--- config.mk ---
export PLATFORM = sky130hd
export DESIGN_NAME = ddc_dual_dac_ctrl
export DESIGN_NICKNAME = d
export VERILOG_FILES = /design/src/common/ddc_pkg.sv /design/src/ddc_dual_dac_ctrl.sv /design/src/ddc_sync.sv /design/src/ddc_fifo.sv
export SDC_FILE = /design/constraint.sdc
export NUM_CORES = 1
export LEC_CHECK = 0
export BUFFER_PORTS_ARGS = -buffer_cell sky130_fd_sc_hd__buf_2
export CAP_MARGIN = 20
export CORE_MARGIN = 1.5
export CORE_UTILIZATION = 50
export CTS_CLUSTER_SIZE = 10
export DETAILED_ROUTE_END_ITERATION = 12
export HOLD_SLACK_MARGIN = 0.12
export PLACE_DENSITY = 0.69
export REMOVE_ABC_BUFFERS = 1
export SLEW_MARGIN = 15
export SYNTH_ARGS = -nofsm -noshare
export SYNTH_HDL_FRONTEND = slang
export SYNTH_SLANG_ARGS = --single-unit
--- constraint.sdc ---
create_clock -name clock -period 3 [get_ports clock]
set_clock_uncertainty 0.2 [all_clocks]
set_input_delay 0.15 -clock clock [delete_from_list [all_inputs] [get_ports clock]]
set_output_delay 0.15 -clock clock [all_outputs]
set_load 0.02 [all_outputs]
--- src/common/ddc_pkg.sv ---
package ddc_pkg;
  // serial word geometry
  localparam int WORD_BITS = 24;
  localparam logic [4:0] BIT_CNT_LAST = 5'h17; // count before the 24th falling edge
  localparam logic [4:0] BIT_CNT_FULL = 5'h18; // word complete, later bits ignored
  // word buffer between the link and the executor
  localparam int FIFO_DEPTH = 8;
  localparam int FIFO_WIDTH = 24;
  localparam int FIFO_LVL_W = 4;
  // apb register byte offsets
  localparam logic [7:0] REG_CTRL = 8'h00;
  localparam logic [7:0] REG_STATUS = 8'h04;
  localparam logic [7:0] REG_DAC_A = 8'h08;
  localparam logic [7:0] REG_DAC_B = 8'h0C;
  localparam logic [7:0] REG_BUF_A = 8'h10;
  localparam logic [7:0] REG_BUF_B = 8'h14;
  // field positions
  localparam int CTRL_HOLD_BIT = 0;
  localparam int STATUS_OVF_BIT = 0;
  localparam int STATUS_LVL_LSB = 8;
  localparam int CHAN_MODE_LSB = 16;
  // values after reset
  localparam logic [15:0] DATA_RST = 16'h0000;
  localparam logic CTRL_HOLD_RST = 1'b0;

  // channel operating mode, encoded as the two mode bits of the word
  typedef enum logic [1:0] {DDC_NORMAL, DDC_PD_1K, DDC_PD_100K, DDC_PD_HIZ} ddc_mode_e;

  // one serial command word, top bit first
  typedef struct packed {
    logic [1:0] reserved;
    logic load_chan_b;
    logic load_chan_a;
    logic ignored_bit;
    logic buf_sel;
    logic power_mode_hi;
    logic power_mode_lo;
    logic [15:0] data;
  } ddc_word_s;

  // contents of a data buffer or dac register
  typedef struct packed {
    ddc_mode_e mode;
    logic [15:0] data;
  } ddc_chan_s;

  // drive of one analog channel
  typedef struct packed {
    logic amp_on;
    logic sw_1k;
    logic sw_100k;
    logic conv_start;
    logic [15:0] code;
  } ddc_analog_s;

  // analog drive from a channel's dac register; shared by both channels
  function automatic ddc_analog_s ddc_drive(ddc_chan_s c, logic start);
    ddc_analog_s a;
    a.amp_on = (c.mode == DDC_NORMAL);
    a.sw_1k = (c.mode == DDC_PD_1K);
    a.sw_100k = (c.mode == DDC_PD_100K);
    a.conv_start = start;
    a.code = c.data;
    return a;
  endfunction
endpackage

--- src/ddc_dual_dac_ctrl.sv ---
// Added by the designer: the APB interface to the registers and the register addresses.
`timescale 1ns/1ps
// Operation
// - power-up clears both dac registers to zero
// - mode bits 17,16 apply only on load
// - modes: normal, 1k, 100k, high impedance
// - channels power down independently, on load
// - power-down shuts amp, switches output network
// - exit needs normal-mode write then load
// - word: rsv,rsv,ldb,lda,x,sel,pd1,pd0,data
// - no load bits: write selected buffer only
// - load a: write buffer, copy a to dac
// - load a with sel b uses old buffer
// - both loads update both channels together
// - load copies data and mode, starts conversion
// - command acts on 24th falling sclk edge; here that edge queues the word, run from the fifo when hold is clear
// - sample din on falling sclk, sync low
// - early sync rise discards partial word
module ddc_dual_dac_ctrl
  import ddc_pkg::*;
(
  input wire logic clock,
  input wire logic rst_n,
  // serial link pins, asynchronous to clock
  input wire logic sclk,
  input wire logic sync_n,
  input wire logic din,
  output logic link_busy,
  // apb slave
  input wire logic psel,
  input wire logic penable,
  input wire logic pwrite,
  input wire logic [7:0] paddr,
  input wire logic [31:0] pwdata,
  output logic [31:0] prdata,
  output logic pready,
  output logic pslverr,
  // analog core drive
  output ddc_pkg::ddc_analog_s ana_a,
  output ddc_pkg::ddc_analog_s ana_b
);
  import ddc_pkg::*;

  // whole state of the block
  typedef struct packed {
    logic sclk_prev; // last synced sclk level, for the falling edge
    logic [4:0] bit_cnt; // bits taken in this frame
    logic [23:0] shift; // serial shift register
    logic push_v; // completed word on its way to the fifo
    ddc_word_s push_w; // that word
    ddc_chan_s buf_a; // data buffer a
    ddc_chan_s buf_b; // data buffer b
    ddc_chan_s dac_a; // dac register a
    ddc_chan_s dac_b; // dac register b
    ddc_analog_s ana_a; // analog drive a
    ddc_analog_s ana_b; // analog drive b
    logic hold; // software stall of the executor
    logic ovf; // sticky: a word found the fifo full
    logic link_busy; // fifo cannot take a word
    logic [31:0] prdata; // apb read data
    logic pready; // apb answer
    logic pslverr; // apb error
  } ddc_state_s;
  ddc_state_s s_q;
  ddc_state_s s_d;

  logic sclk_s; // synced sclk
  logic sync_n_s; // synced frame select
  logic din_s; // synced data
  logic fifo_in_ready; // fifo has room
  logic fifo_out_valid; // fifo holds a word
  logic [FIFO_WIDTH-1:0] fifo_out_data; // oldest word
  logic [FIFO_LVL_W-1:0] fifo_level; // words held
  ddc_word_s cmd; // word being executed
  logic exec; // word executed this cycle
  logic sclk_fall; // falling edge of sclk seen
  logic apb_setup; // first cycle of an apb transfer
  logic apb_wr; // apb write taking effect

  // pins cross into the clock domain before anything looks at them
  ddc_sync #(
    .N(3)
  ) u_sync (
    .clock(clock),
    .rst_n(rst_n),
    .d({sclk, sync_n, din}),
    .q({sclk_s, sync_n_s, din_s})
  );

  // words wait here so software can stall execution with the hold bit
  ddc_fifo #(
    .WIDTH(FIFO_WIDTH),
    .DEPTH(FIFO_DEPTH)
  ) u_fifo (
    .clock(clock),
    .rst_n(rst_n),
    .in_valid(s_q.push_v),
    .in_ready(fifo_in_ready),
    .in_data(s_q.push_w),
    .out_valid(fifo_out_valid),
    .out_ready(!s_q.hold),
    .out_data(fifo_out_data),
    .level(fifo_level)
  );

  assign cmd = ddc_word_s'(fifo_out_data);
  assign exec = fifo_out_valid && !s_q.hold;
  assign sclk_fall = s_q.sclk_prev && !sclk_s;
  assign apb_setup = psel && !penable;
  assign apb_wr = psel && penable && pwrite && s_q.pready;

  // read mux, also used to flag unmapped addresses
  function automatic logic [32:0] ddc_read(ddc_state_s s, logic [7:0] a,
                                            logic [FIFO_LVL_W-1:0] lvl);
    logic [32:0] r;
    r = '0;
    case (a)
      REG_CTRL: r[CTRL_HOLD_BIT] = s.hold;
      REG_STATUS:
      begin
        r[STATUS_OVF_BIT] = s.ovf;
        r[STATUS_LVL_LSB +: FIFO_LVL_W] = lvl;
      end
      REG_DAC_A: r[17:0] = s.dac_a;
      REG_DAC_B: r[17:0] = s.dac_b;
      REG_BUF_A: r[17:0] = s.buf_a;
      REG_BUF_B: r[17:0] = s.buf_b;
      default: r[32] = 1'b1; // unmapped: error, data zero
    endcase
    return r;
  endfunction

  // next state of the whole block
  always_comb
  begin
    ddc_chan_s nc; // channel contents carried by the word
    logic [32:0] rd; // read mux result
    logic ld_a; // channel a loaded now
    logic ld_b; // channel b loaded now
    nc = '0;
    rd = '0;
    ld_a = 1'b0;
    ld_b = 1'b0;
    s_d = s_q;
    s_d.push_v = 1'b0;
    s_d.sclk_prev = sclk_s;

    // serial capture
    if (sync_n_s)
    begin
      // frame idle or cut short: drop any partial word
      s_d.bit_cnt = '0;
      s_d.shift = '0;
    end
    else if (sclk_fall && s_q.bit_cnt != BIT_CNT_FULL)
    begin
      // bits after the 24th are ignored until sync rises
      s_d.shift = {s_q.shift[22:0], din_s};
      s_d.bit_cnt = s_q.bit_cnt + 5'h01;
      if (s_q.bit_cnt == BIT_CNT_LAST)
      begin
        s_d.push_v = 1'b1;
        s_d.push_w = ddc_word_s'({s_q.shift[22:0], din_s});
      end
    end

    // apb: answer is prepared in the setup cycle, so the access phase has no wait
    s_d.pready = 1'b0;
    s_d.pslverr = 1'b0;
    s_d.prdata = '0;
    if (apb_setup)
    begin
      rd = ddc_read(s_q, paddr, fifo_level);
      s_d.pready = 1'b1;
      s_d.pslverr = rd[32];
      s_d.prdata = pwrite ? 32'h00000000 : rd[31:0];
    end
    if (apb_wr && !s_q.pslverr)
    begin
      if (paddr == REG_CTRL)
        s_d.hold = pwdata[CTRL_HOLD_BIT];
      if (paddr == REG_STATUS && pwdata[STATUS_OVF_BIT])
        s_d.ovf = 1'b0; // write one to clear
    end

    // a word arriving at a full fifo is lost; the flag set beats a clear
    if (s_q.push_v && !fifo_in_ready)
      s_d.ovf = 1'b1;
    s_d.link_busy = !fifo_in_ready;

    // command execution; reserved top bits are not checked
    if (exec)
    begin
      nc.mode = ddc_mode_e'({cmd.power_mode_hi, cmd.power_mode_lo});
      nc.data = cmd.data;
      // the selected buffer is always written first
      if (cmd.buf_sel)
        s_d.buf_b = nc;
      else
        s_d.buf_a = nc;
      ld_a = cmd.load_chan_a;
      ld_b = cmd.load_chan_b;
      // a load copies the buffer as it stands after this write
      if (ld_a)
        s_d.dac_a = cmd.buf_sel ? s_q.buf_a : nc;
      if (ld_b)
        s_d.dac_b = cmd.buf_sel ? nc : s_q.buf_b;
    end

    // analog drive follows the dac register; modes change only through a load
    s_d.ana_a = ddc_drive(s_d.dac_a, ld_a);
    s_d.ana_b = ddc_drive(s_d.dac_b, ld_b);
  end

  // state register; reset gives zero-scale, normal mode, empty buffers
  always_ff @(posedge clock or negedge rst_n)
  begin
    if (!rst_n)
    begin
      s_q <= '0;
      s_q.dac_a <= {DDC_NORMAL, DATA_RST};
      s_q.dac_b <= {DDC_NORMAL, DATA_RST};
      s_q.buf_a <= {DDC_NORMAL, DATA_RST};
      s_q.buf_b <= {DDC_NORMAL, DATA_RST};
      s_q.hold <= CTRL_HOLD_RST;
      s_q.ana_a <= {1'b1, 1'b0, 1'b0, 1'b0, DATA_RST};
      s_q.ana_b <= {1'b1, 1'b0, 1'b0, 1'b0, DATA_RST};
    end
    else
      s_q <= s_d;
  end

  // outputs straight from the state register
  assign link_busy = s_q.link_busy;
  assign prdata = s_q.prdata;
  assign pready = s_q.pready;
  assign pslverr = s_q.pslverr;
  assign ana_a = s_q.ana_a;
  assign ana_b = s_q.ana_b;
endmodule // ddc_dual_dac_ctrl

--- src/ddc_sync.sv ---
`timescale 1ns/1ps
// two-flop synchroniser for pin levels; first stage feeds only the second
module ddc_sync #(
  parameter int N = 3
) (
  input wire logic clock,
  input wire logic rst_n,
  input wire logic [N-1:0] d,
  output logic [N-1:0] q
);
  typedef struct packed {
    logic [N-1:0] s1; // metastability catch
    logic [N-1:0] s2; // settled level
  } ddc_sync_s;
  ddc_sync_s s_q;
  ddc_sync_s s_d;

  // shift each bit two stages deep
  always_comb
  begin
    s_d.s1 = d;
    s_d.s2 = s_q.s1;
  end

  always_ff @(posedge clock or negedge rst_n)
  begin
    if (!rst_n)
      s_q <= '0;
    else
      s_q <= s_d;
  end

  assign q = s_q.s2;
endmodule // ddc_sync

--- src/ddc_fifo.sv ---
`timescale 1ns/1ps
// word fifo with show-ahead output and honest full/empty
module ddc_fifo #(
  parameter int WIDTH = 24,
  parameter int DEPTH = 8
) (
  input wire logic clock,
  input wire logic rst_n,
  input wire logic in_valid,
  output logic in_ready,
  input wire logic [WIDTH-1:0] in_data,
  output logic out_valid,
  input wire logic out_ready,
  output logic [WIDTH-1:0] out_data,
  output logic [$clog2(DEPTH):0] level
);
  localparam int AW = $clog2(DEPTH);
  localparam logic [AW:0] FULL_CNT = (AW+1)'(DEPTH); // count that means full
  typedef struct packed {
    logic [DEPTH-1:0][WIDTH-1:0] mem; // storage
    logic [AW-1:0] wp; // write pointer
    logic [AW-1:0] rp; // read pointer
    logic [AW:0] cnt; // words held
  } ddc_fifo_s;
  ddc_fifo_s s_q;
  ddc_fifo_s s_d;
  logic push;
  logic pop;

  assign in_ready = (s_q.cnt != FULL_CNT);
  assign out_valid = (s_q.cnt != '0);
  assign out_data = s_q.mem[s_q.rp];
  assign level = s_q.cnt;
  assign push = in_valid && in_ready;
  assign pop = out_valid && out_ready;

  // pointer and count update; simultaneous push and pop keep the count
  always_comb
  begin
    s_d = s_q;
    if (push)
    begin
      s_d.mem[s_q.wp] = in_data;
      s_d.wp = s_q.wp + AW'(1);
    end
    if (pop)
      s_d.rp = s_q.rp + AW'(1);
    s_d.cnt = s_q.cnt + (AW+1)'(push) - (AW+1)'(pop);
  end

  always_ff @(posedge clock or negedge rst_n)
  begin
    if (!rst_n)
      s_q <= '0;
    else
      s_q <= s_d;
  end
endmodule // ddc_fifo

Word level (Yosys, flattened, before mapping)
Index checks and enable logic that the tools add are counted.
W data, S select, Z words.
- bits in registers: 379
- bits of input ports: 48
- output and inout port bits: 75
- logic and storage cells: 124
- $add $sub $neg: 5
- $lt $le $gt $ge: 3
- equality and inequality tests: 12
- multiplexer cells: 26
- bitwise logic cells: 1
- reductions and logical operators: 30
- operators by type and width (kind ; count):
    $bwmux W192 ; 1
    $mux W18 ; 5
    $bmux W24 S3 ; 1
    $demux W24 S3 ; 1
    $mux W54 ; 1
    $mux W25 ; 2
    $mux W36 ; 1
    $mux W29 ; 1
    $pmux W7 S4 ; 1
    $mux W24 ; 1
    $pmux W6 S4 ; 1
    $mux W22 ; 1
    $mux W20 ; 1
    $pmux W4 S5 ; 1
    $eq A8 B4 Y1 const B ; 2
    $eq A8 B5 Y1 const B ; 2
    $logic_and A1 B1 Y1 ; 12
    $eq A8 B3 Y1 const B ; 1
    $logic_not A8 Y1 ; 1
    $lt A3 B4 Y1 const B ; 2
    $reduce_and A2 Y1 ; 4
    $add A3 B1 Y3 const B ; 2
    $mux W1 ; 6
    $pmux W1 S6 ; 1
    16 further kinds ; 25

Logic depth before layout (Yosys ltp)
Gate-level depths: netlist (run 1).
- depth in word-level cells: 6
- depth in mapped cells: 12
- mapped depth without buffers: 10

By module
A second synthesis (run 1) with hierarchy kept.
- cell total of the unflattened synthesis: 1196
- area, all modules: 16697.3 um^2
- by module, submodules not included (module ; instances ; cells each ; area each (um^2)):
    ddc_fifo ; 1 ; 549 ; 9262.6
    ddc_dual_dac_ctrl ; 1 ; 641 ; 7284.5
    ddc_sync ; 1 ; 6 ; 150.1

Worst setup path after synthesis (run 1)
OpenSTA, ideal clock, no wires.
- kind: flip-flop to flip-flop
- start point: register u_fifo.s_q, in the netlist u_fifo.level[2]
- end point: register u_fifo.s_q, in the netlist u_fifo.level[2]
- arrival: 2289 ps
- required time: 2677 ps
- path slack: 389 ps
- cell stages (with the launch flop): 13
- path buffers: 2
- path through: dfrtp_1 inv_1 ha_1 a21o_1 clkbuf_1 clkbuf_1 inv_1 ha_1 inv_1 ha_1 inv_1 fa_1 xnor2_1
- RTL lines (item ; RTL line ; source):
    from (decl) ; ddc_fifo.sv:25 ; ddc_fifo_s s_q;
    from (signal assigned) ; ddc_fifo.sv:54 ; s_q <= '0;
    from (signal assigned) ; ddc_fifo.sv:56 ; s_q <= s_d;

==> metrics, run 1 <==
Peak supply drop between 0.3 and 0.4 mV; 1st-iter DRT viols about 640; initial antenna violation count 0; post-CTS sizing 0; Seq pwr share 50.9%; count leader, synth dfrtp_1; Antenna Cells 0; first-pass GRT wire length 51,300 um; Placer Congestion 0.791; minimum clock period ~2600 ps; H-tree Lvls 2; status finished clean; leading area contributor after synthesis dfrtp_1; mux contribution to synthesized area 23.1%; crit end category flip-flop; Final Cycle Share between 80% and 90%; port bufs 77; IO Count 123; final WL 31,300 um; Slew Viols, Final 0; CTS tree done; largest net degree at the start of global routing 113; combinational share of power around 2.2%; Clk pwr share between 40 and 50%; Die Wd 177 um; final hold viol count 0; Net count, final ~1,300; final setup fails 0; syn avg cell area 12.9 um^2; layout cells sized above 1 between 30% and 40%; Leakage 8.12 nW; crit path launch type flip-flop; Area contributors post-synth dfrtp_1 (55%), mux2_2 (15%), mux4_2 (5.2%); site row count 63; drc violations 0; Synth Area in Adders less than 1%; die area 31,200 um^2; Fillers 2,322; placed cell count 1,542; Slew @ Worst Pin 870 ps; TritonCTS buffer count 40; Simple-Gate Fraction of Synth Area 5.51%; worst min path class reg -> reg; Clk Latency, worst-skew pair 520 ps; synthesis-stage register bit count roughly 340; CTS Sinks 336; Longest Clk Path Bufs 3; slack of the critical path 363 ps; non-filler instance count after layout 1,623; vias in the first global route 9,402; post-synthesis xor/xnor area fraction less than 1%; EDFF count, synth 0; RSZ-0062 raised after global routing false; Power Density between 500 and 600 nW/um^2; initial core utilization 50.8%; Compound-Gate Fraction of Synth Area 7.91%; post-synth design cell area 15,100 um^2; WHS 146 ps; DR vias 9,198; Area Growth Syn to Fin 13.1%; worst path required time 3210 ps; Avg WL per Cell slightly below 20 um; FFs w/ async S/R, synth 100%; Max Cap Viol 0; Seq/Total Area, Yosys 55.7%; Root Driver clkbuf_16; Die H around 180 um; top_reg_cell synth dfrtp_1; fmax around 380 MHz; first drt pass iteration count 6; Power Total approximately 9 mW; r2r setup slk 360 ps; CP max FO 8; DP Worst Slack 362 ps; largest family of logic cells by synthesized area multiplexers; Max-slew headroom between 40% and 50%; HPWL Detailed between 15,000 and 20,000 um; synth unique cells 47; WS Path Type reg -> reg; GR Overflow Total 0; CORE AREA roughly 30,000 um^2; Cells after Synth between 1,000 and 1,500; All-Layer GR Usage between 20% and 30%; Final ANT Viol Nets 0; Vias/cell around 5.7; Yosys Warn Count 0; Worst-path clk slew 50 ps; switching share of power 20.8%; Psw 1.86 mW; Internal roughly 7 mW; CP arrival between 2000 and 3000 ps; most frequent cells after synthesis dfrtp_1 (334), mux2_2 (199), nand2_1 (115); top cell type's share of synthesized area 55.4%
==> cell families after synthesis <==
family | count (synthesis)
xor+xnor | 11
other cells | 1
mux | 265
fa+ha+maj | 11
flops | 336
compound gates | 200
simple gates | 184
buf+inv | 162
==> cell type report <==
cell class	count	area [um^2]	area share (%)
Multi-Input combinational cell	685	5880	34.4
Tap cell	390	488	2.86
Inverter	12	45.0	0.264
Timing Repair Buffer	144	1140	6.68
Clock inverter	4	31.3	0.183
Sequential cell	336	8410	49.3
Clock buffer	52	1080	6.31
==> power groups by stage <==
stage	Combinational (mW)	Sequential (mW)	Clock [mW]
2_1_floorplan	0.0350	4.63	0
3_3_place_gp	0.173	4.63	0
3_5_place_dp	0.176	4.63	0
4_1_cts	0.202	4.55	4.30
5_1_grt	0.224	4.55	4.51
6_report	0.195	4.55	4.20
==> metal layers <==
| metal | part of all wire (%) | routed length [um] | track usage, % |
|---|---|---|---|
| met1 | 45 | 14200 | 28.5 |
| met2 | 49 | 15300 | 34.9 |
| met3 | 4.2 | 1300 | 3.37 |
| met4 | 1.6 | 499 | 5.16 |
| met5 | 0 | 0 | 0 |
==> cell usage in the layout (no fill, tap or decap), types with 2 or more instances in the layout <==
master	n
and2_1	2
a21oi_1	60
clkbuf_16	41
and4b_1	2
inv_1	12
nand4b_1	3
clkbuf_1	10
buf_4	29
ha_1	10
nor2b_4	3
dfrtp_1	332
mux4_2	35
nand3_1	2
nand3b_1	2
conb_1	14
nor3b_1	2
nand2b_1	3
mux4_1	7
nor4bb_4	2
a22oi_1	6
dfstp_2	2
xor2_1	5
mux2_2	199
nor2_1	34
o21ai_0	80
nor2b_1	2
mux2i_1	18
a222oi_1	17
buf_12	13
nand2_1	115
mux2_4	3
xnor2_1	6
dlygate4sd3_1	24
dfrtp_2	2
nor3b_2	2
inv_6	2
o31ai_1	32
buf_2	76
nand4_1	5
mux2i_4	3
==> worst max-delay path, cell delays in order (launching register included) <==
cell and delay (ps):
dfrtp_2 520, mux4_1 660, mux2i_4 320, mux2_2 390, mux2_4 290, nor2b_2 150
==> path summary, 6_finish.rpt <==
kind,from,endpoint,cells past startpoint
hold reg to reg,u_sync.s_d[2]$_DFF_PN0_,u_sync.q[2]$_DFF_PN0_,0
setup / recovery,u_fifo.s_q[4]$_DFFE_PN0N_,ana_b[18]$_DFF_PN0_,5
hold / removal,u_sync.s_d[2]$_DFF_PN0_,u_sync.q[2]$_DFF_PN0_,0
min in group asynchronous,rst_n,u_sync.s_d[1]$_DFF_PN0_,4
setup reg to reg,u_fifo.s_q[4]$_DFFE_PN0N_,ana_b[18]$_DFF_PN0_,5
max in group asynchronous,rst_n,u_fifo.s_q[61]$_DFFE_PN0P_,4
==> metrics by stage <==
step	utilization, %	TNS [ps]	area [um^2]
2_1_floorplan	-	-130610	14300
3_3_place_gp	52.8	0	15700
3_5_place_dp	52.8	0	15700
4_1_cts	57.4	0	17100
5_1_grt	57.4	0	17100
6_report	57.4	0	17100
==> flip-flops by register name, indices dropped and copies added (netlist names) <==
name,count
u_fifo.s_q,174
s_q,91
ana_a,20
ana_b,20
prdata,18
u_fifo.level,4
u_sync.q,3
u_sync.s_d,3
link_busy,1
pready,1
pslverr,1
==> what timing repair did <==
action                     in CTS  in global routing
setup endpoints to repair       0                  0
setup buffers                   0                  0
hold endpoints to repair      351                  0
hold buffers                   25                  0
No activity file was read; power rests on OpenSTA's default activity.
==> inputs of run 2 (changes only) <==
Settings changed: CELL_PAD_IN_SITES_DETAIL_PLACEMENT set to 1, CELL_PAD_IN_SITES_GLOBAL_PLACEMENT set to 1, CORE_UTILIZATION 50 to 49, HOLD_SLACK_MARGIN 0.12 to unset, PLACE_DENSITY 0.69 to 0.8.
==> run 2 against run 1 <==
  * The flow now finishes with violations (hold timing)
  * Flip-flop and latch count unchanged
  * Total power is 2.1% higher
  * Sequential share of layout area rose by 0.32 points
  * Utilization is 1.7 points lower
  * Critical path type unchanged
  * Combinational power decreased by 5%
  * Final area is 0.64% lower
==> metrics, run 2 (synthesis results as in run 1) <==
CP max-delay cell mux4_2; initial core utilization 49.6% (-1.2 points); Buf+Inv Stages, Crit Path 2 (+2); Largest register FFs 174 (unchanged); Final Cycle Share 89.2% (+1.3 points); vias in the first global route 10,500 (+12%); Placer Congestion 0.754 (-4.8%); Net count, final 1,264 (-1.1%); Crit path top cell by count buf_4; Max Cap Viol 0 (unchanged); CP max FO 16 (+8); commonest non-fill, non-tap cell in the layout dfrtp_1; IO Count 123 (unchanged); Vias/cell 5.84 (+3.1%); DR vias 9,451 (+2.8%); Avg WL per Cell 23.0 um (+19%); minimum clock period 2680 ps (+39.4 ps); Power Total 9.13 mW (+2.1%); WS Path Type reg -> reg; crit end category flip-flop; Root Driver clkbuf_16; port bufs 77 (unchanged); site row count 64 (+1.6%); WHS -9.06 ps (-155 ps); worst min path class in -> async; CP arrival 2860 ps (about the same); largest net degree at the start of global routing 123 (+8.8%); initial antenna violation count 0 (unchanged); worst path required time 3190 ps (-20 ps); Power Density 538 nW/um^2 (+2.7%); Area Growth Syn to Fin 12.4%; die area 31,900 um^2 (+2.0%); Slew Viols, Final 0 (unchanged); CTS Sinks 336 (unchanged); commonest non-fill, non-tap cells in the layout dfrtp_1 (332), mux2_2 (199), nand2_1 (115); Antenna Cells 0 (unchanged); crit path launch type flip-flop; crit-path cells buf_4 > buf_4 > mux4_2 > mux2i_1 > nand2_1 > o21ai_0 > o31ai_1; Peak supply drop 0.313 mV (-8.4%); HPWL Detailed 22,600 um (+17%); Max-slew headroom 38.7% (-3.1 points); Final ANT Viol Nets 0 (unchanged); Slew @ Worst Pin 916 ps (+46.1 ps); final hold viol count 23 (+23); largest registers u_fifo.s_q x174, s_q x91; final setup fails 0 (unchanged); Die Wd 179 um (+1.0%); DP Worst Slack 356 ps (-6.06 ps); slack of the critical path 323 ps (-39.4 ps); fmax 374 MHz (-1.5%); Worst-path clk slew 60 ps (about the same); Clk Latency, worst-skew pair 530 ps (about the same); largest register by flop count u_fifo.s_q; status complete, but fails checks; All-Layer GR Usage 24.2% (+3.4 points); H-tree Lvls 2 (unchanged); RSZ-0062 raised after global routing false; first-pass GRT wire length 59,200 um (+15%); Leakage 8.07 nW (-0.66%); 1st-iter DRT viols 596 (-7.2%); CP peak stage delay 560 ps (-100 ps); GR Overflow Total 0 (unchanged); post-CTS sizing 0 (unchanged); Util after Layout 55.7% (-1.7 points); CORE AREA 30,400 um^2 (+2.4%); Die H 179 um (+1.0%); CP delay by family, top multiplexers; CTS tree done; drc violations 0 (unchanged); Fillers 2,987 (+29%); failing checks hold timing; Longest Clk Path Bufs 3 (unchanged); final WL 37,200 um (+19%); first drt pass iteration count 5 (-1); TritonCTS buffer count 40 (unchanged); layout cells sized above 1 33.9% (-0.16 points)
-- run 2: cell types whose count changed in the layout (fill, tap and decap cells not counted), sizes merged --
| cell | delta |
|---|---|
| clkbuf | +2 |
| clkinv | -1 |
| dlygate4sd3 | -7 |
| bufinv | +1 |
| buf | -7 |
-- run 2: worst paths after layout --
path | depth (start not counted) | from | slack, ps | to
min in group clock | 2 | sync_n | 70 | u_sync.s_d[1]$_DFF_PN0_
worst max-delay path | 7 | u_fifo.s_q[4]$_DFFE_PN0N_ | 320 | ana_a[11]$_DFFE_PN0P_
worst max register to register | 7 | u_fifo.s_q[4]$_DFFE_PN0N_ | 320 | ana_a[11]$_DFFE_PN0P_
worst min-delay path | 2 | rst_n | -9 | u_fifo.s_q[163]$_DFFE_PN0P_
worst min register to register | 0 | u_sync.s_d[2]$_DFF_PN0_ | 150 | u_sync.q[2]$_DFF_PN0_
max in group asynchronous | 3 | rst_n | 1760 | s_q[186]$_DFFE_PN0P_
-- run 2: cell type report --
cell class                      count  area (um^2)  area share (%)
Clock buffer                       54         1090            6.45
Timing Repair Buffer              130          986            5.81
Inverter                           12         45.0           0.266
Tap cell                          396          495            2.92
Multi-Input combinational cell    685         5880            34.6
Sequential cell                   336         8410            49.6
Clock inverter                      4         52.6           0.310
-- run 2: routing by layer --
layer	track usage, %	vias up	wire, um
met3	3.05	58	1270
met5	0	-	0
met1	30.3	5022	15600
met2	44.2	201	19600
met4	6.46	0	722
li1	-	4170	-
-- run 2: power breakdown --
part | switching [mW] | internal, mW | total [mW] | leakage, nW
clock | 1.79 | 2.61 | 4.39 | 0.560
combinational | 0.142 | 0.0425 | 0.185 | 2.84
sequential | 0.00574 | 4.54 | 4.55 | 4.67
total | 1.94 | 7.19 | 9.13 | 8.07
-- run 2: timing repair --
action | 4_1_cts | 5_1_grt
endpoints found under the hold margin | 346 | 0
buffers inserted | 0 | 0
hold buffers | 17 | 0
-- run 2: metrics by stage --
step                      area (um^2)  setup TNS (ps)  instances
after floorplan                 14300         -130610       1033
after global placement          15600               0       1542
after detailed placement        15600               0       1542
after CTS                       17000               0       1617
after global routing            17000               0       1617
final                           17000               0       1617
==> inputs of run 3 (changes only) <==
Settings changed: ABC_AREA set to 1, CORE_UTILIZATION 49 to 45.
==> run 3 against run 2 <==
  * The run now ends clean
  * Final cell count rose by 46%
  * Clock power about the same
  * Sequential share of layout area shrank 0.64 points
  * Flip-flop and latch count unchanged
  * Via count is 34% higher
  * Synthesized cell count grew 61%
  * Fmax grew 3.9%
  * Highest routed layer unchanged
  * Combinational power hardly changed
  * Clock-buffer cell count is 7 higher
  * Total power hardly changed
  * Critical path depth increased by 3
  * Critical endpoint is now ana_a[18]$_DFF_PN0_
  * Largest cell class unchanged
==> metrics, run 3 <==
status finished clean; Psw 1.97 mW (+1.8%); Yosys Warn Count 0 (unchanged); footprint of the multi-input gates 5640 um^2 (-4.0%); fmax 388 MHz (+3.9%); Root Driver clkbuf_16; 1st-iter DRT viols 674 (+13%); CTS Sinks 336 (unchanged); All-Layer GR Usage 25.0% (+0.74 points); HPWL Detailed 26,700 um (+19%); vias in the first global route 13,600 (+29%); Internal 7.16 mW (-0.50%); Final ANT Viol Nets 0 (unchanged); CP max FO 46 (+30); Slew Viols, Final 0 (unchanged); leading area contributor after synthesis dfrtp_1; Net count, final 1,958 (+55%); Worst Setup SP u_fifo.s_q[4]$_DFFE_PN0N_; Seq pwr share 49.8% (about the same); first-pass GRT wire length 71,500 um (+21%); Longest Clk Path Bufs 3 (unchanged); post-synth design cell area 15,500 um^2 (+2.7%); DP Worst Slack 469 ps (+113 ps); worst path required time 3240 ps (+50 ps); Area contributors post-synth dfrtp_1 (54%), nand2_1 (13%), o21ai_0 (8.7%); drc violations 0 (unchanged); Seq/Total Area, Yosys 54.2% (-1.5 points); Power Density 531 nW/um^2 (-1.3%); CORE AREA 33,700 um^2 (+11%); Vias/cell 5.34 (-8.7%); largest net degree at the start of global routing 75 (-39%); Worst-path clk slew 50 ps (about the same); CTS tree done; Slew @ Worst Pin 791 ps (-125 ps); largest registers u_fifo.s_q x174, s_q x91; Clk Latency, worst-skew pair 530 ps (about the same); RSZ-0062 raised after global routing false; synthesis-stage register bit count 336 (unchanged); r2r setup slk 420 ps (+100 ps); placed cell count 2,292 (+49%); Max-slew headroom 47.1% (+8.4 points); Antenna Cells 0 (unchanged); Leakage 8.22 nW (+1.9%); commonest non-fill, non-tap cells in the layout nand2_1 (520), dfrtp_1 (333), o21ai_0 (270); Fillers 4,080 (+37%); synth unique cells 36 (-23%); Clk pwr share 48.2% (about the same); Placer Congestion 0.807 (+7.1%); site row count 67 (+4.7%); Area Growth Syn to Fin 10.8%; Cells after Synth 1,886 (+61%); slack of the critical path 424 ps (+100 ps); Final Cycle Share 85.9% (-3.3 points); IO Count 123 (unchanged); Avg WL per Cell 18.2 um (-21%); WHS 8.28 ps (+17.3 ps); Largest register FFs 174 (unchanged); port bufs 77 (unchanged); initial antenna violation count 0 (unchanged); Die H 189 um (+5.7%); syn avg cell area 8.22 um^2 (-36%); layout cells sized above 1 9.84% (-24 points); Peak supply drop 0.336 mV (+7.2%); TritonCTS buffer count 40 (unchanged); H-tree Lvls 2 (unchanged); switching share of power 21.6% (+0.39 points); first drt pass iteration count 5 (unchanged); final setup fails 0 (unchanged); non-filler instance count after layout 2,368 (+46%); crit end category flip-flop; combinational share of power 2.0% (about the same); top_reg_cell synth dfrtp_1; FFs w/ async S/R, synth 100% (unchanged); initial core utilization 46.0% (-3.6 points); crit path launch type flip-flop; worst min path class in -> async; commonest non-fill, non-tap cell in the layout nand2_1; R2R Path End ana_a[18]$_DFF_PN0_; final hold viol count 0 (-100%); GR Overflow Total 0 (unchanged); top cell type's share of synthesized area 53.9% (-1.5 points); WS Path Type reg -> reg; largest register by flop count u_fifo.s_q; final WL 43,200 um (+16%); CP arrival 2810 ps (-50 ps); R2R cell count 10 (+3); count leader, synth nand2_1; Max Cap Viol 0 (unchanged); most frequent cells after synthesis nand2_1 (520), dfrtp_1 (334), o21ai_0 (270); minimum clock period 2580 ps (-100 ps); timing endpoint of the critical path ana_a[18]$_DFF_PN0_; FF/Latch Area 8410 um^2 (about the same); DR vias 12,600 (+34%); Die Wd 189 um (+5.7%); post-CTS sizing 0 (unchanged); EDFF count, synth 0 (unchanged); die area 35,600 um^2 (+12%); Worst R2R Start u_fifo.s_q[4]$_DFFE_PN0N_
==> run 3: power groups by stage <==
stage / sequential [mW] / clock, mW / combinational, mW
CTS: 4.55 / 4.49 / 0.190
floorplan: 4.63 / 0 / 0.0401
global placement: 4.63 / 0 / 0.174
detailed placement: 4.63 / 0 / 0.178
global route: 4.55 / 4.65 / 0.207
finish: 4.55 / 4.40 / 0.183
==> run 3: timing repair <==
| action | in CTS | in global routing |
|---|---|---|
| buffers inserted | 0 | 0 |
| setup endpoints to repair | 0 | 0 |
| hold buffers | 13 | 0 |
| hold endpoints to repair | 327 | 0 |
==> run 3: logic make-up (layout without fill, tap and decap cells) <==
logic type               count (synthesis)  after routing  share of synthesized area (%)
buffers and inverters                  312            333                           9.80
AO/OA/AOI/OAI                          331            331                           11.1
AND/OR/NAND/NOR                        888            888                           23.5
flip-flops                             336            336                           54.2
adder cells (fa/ha/maj)                 11             11                          0.936
XOR/XNOR                                 7              7                          0.395
other                                    1             14                         0.0242
==> run 3: metal layers <==
metal  up-vias  GRT usage (%)  share of wire [%]
li1       5969              -                  -
met1      6322           33.8                 46
met5         -              0                  0
met4         0           7.08                2.3
met3        74           3.50                3.9
met2       269           42.1                 48
==> run 3: through the flow <==
step / TNS (ps) / total power, mW / instance area, um^2 / utilization [%]
3_3_place_gp: 0 / 4.80 / 15900 / 47.2
3_5_place_dp: 0 / 4.81 / 15900 / 47.2
2_1_floorplan: -115630 / 4.67 / 14600 / -
6_report: 0 / 9.13 / 17200 / 51.0
5_1_grt: 0 / 9.40 / 17200 / 51.0
4_1_cts: 0 / 9.22 / 17200 / 51.0
==> run 3: layout make-up <==
class,count,share of cell area [%]
clock buffer,61,6.58
clock inverter,2,0.102
inverter,142,3.10
multi-input combinational,1251,32.8
sequential,336,49.0
tap,448,3.26
timing repair buffer,128,5.16
==> run 3: how the worst min path moves through the flow <==
stage                                 endpoint   from  depth (start not counted)
finish                     ana_b[16]$_DFF_PN0_  rst_n                          2
CTS                       ana_b[7]$_DFFE_PN0P_  rst_n                          2
global route        u_fifo.s_q[17]$_DFFE_PN0P_  rst_n                          2
detailed placement        ana_b[7]$_DFFE_PN0P_  rst_n                          1
global placement          ana_b[7]$_DFFE_PN0P_  rst_n                          1
floorplan                 ana_a[0]$_DFFE_PN0P_  rst_n                          0
==> run 3: worst max-delay path, cell delays in order (launching register included) <==
cell and delay, ps:
dfrtp_2 380, buf_4 340, buf_4 540, nand2_1 140
nand3_1 150, nand3_1 90, nand2_1 140, nand2_1 90
nand3_1 110, nand2_1 90, nor2_1 170
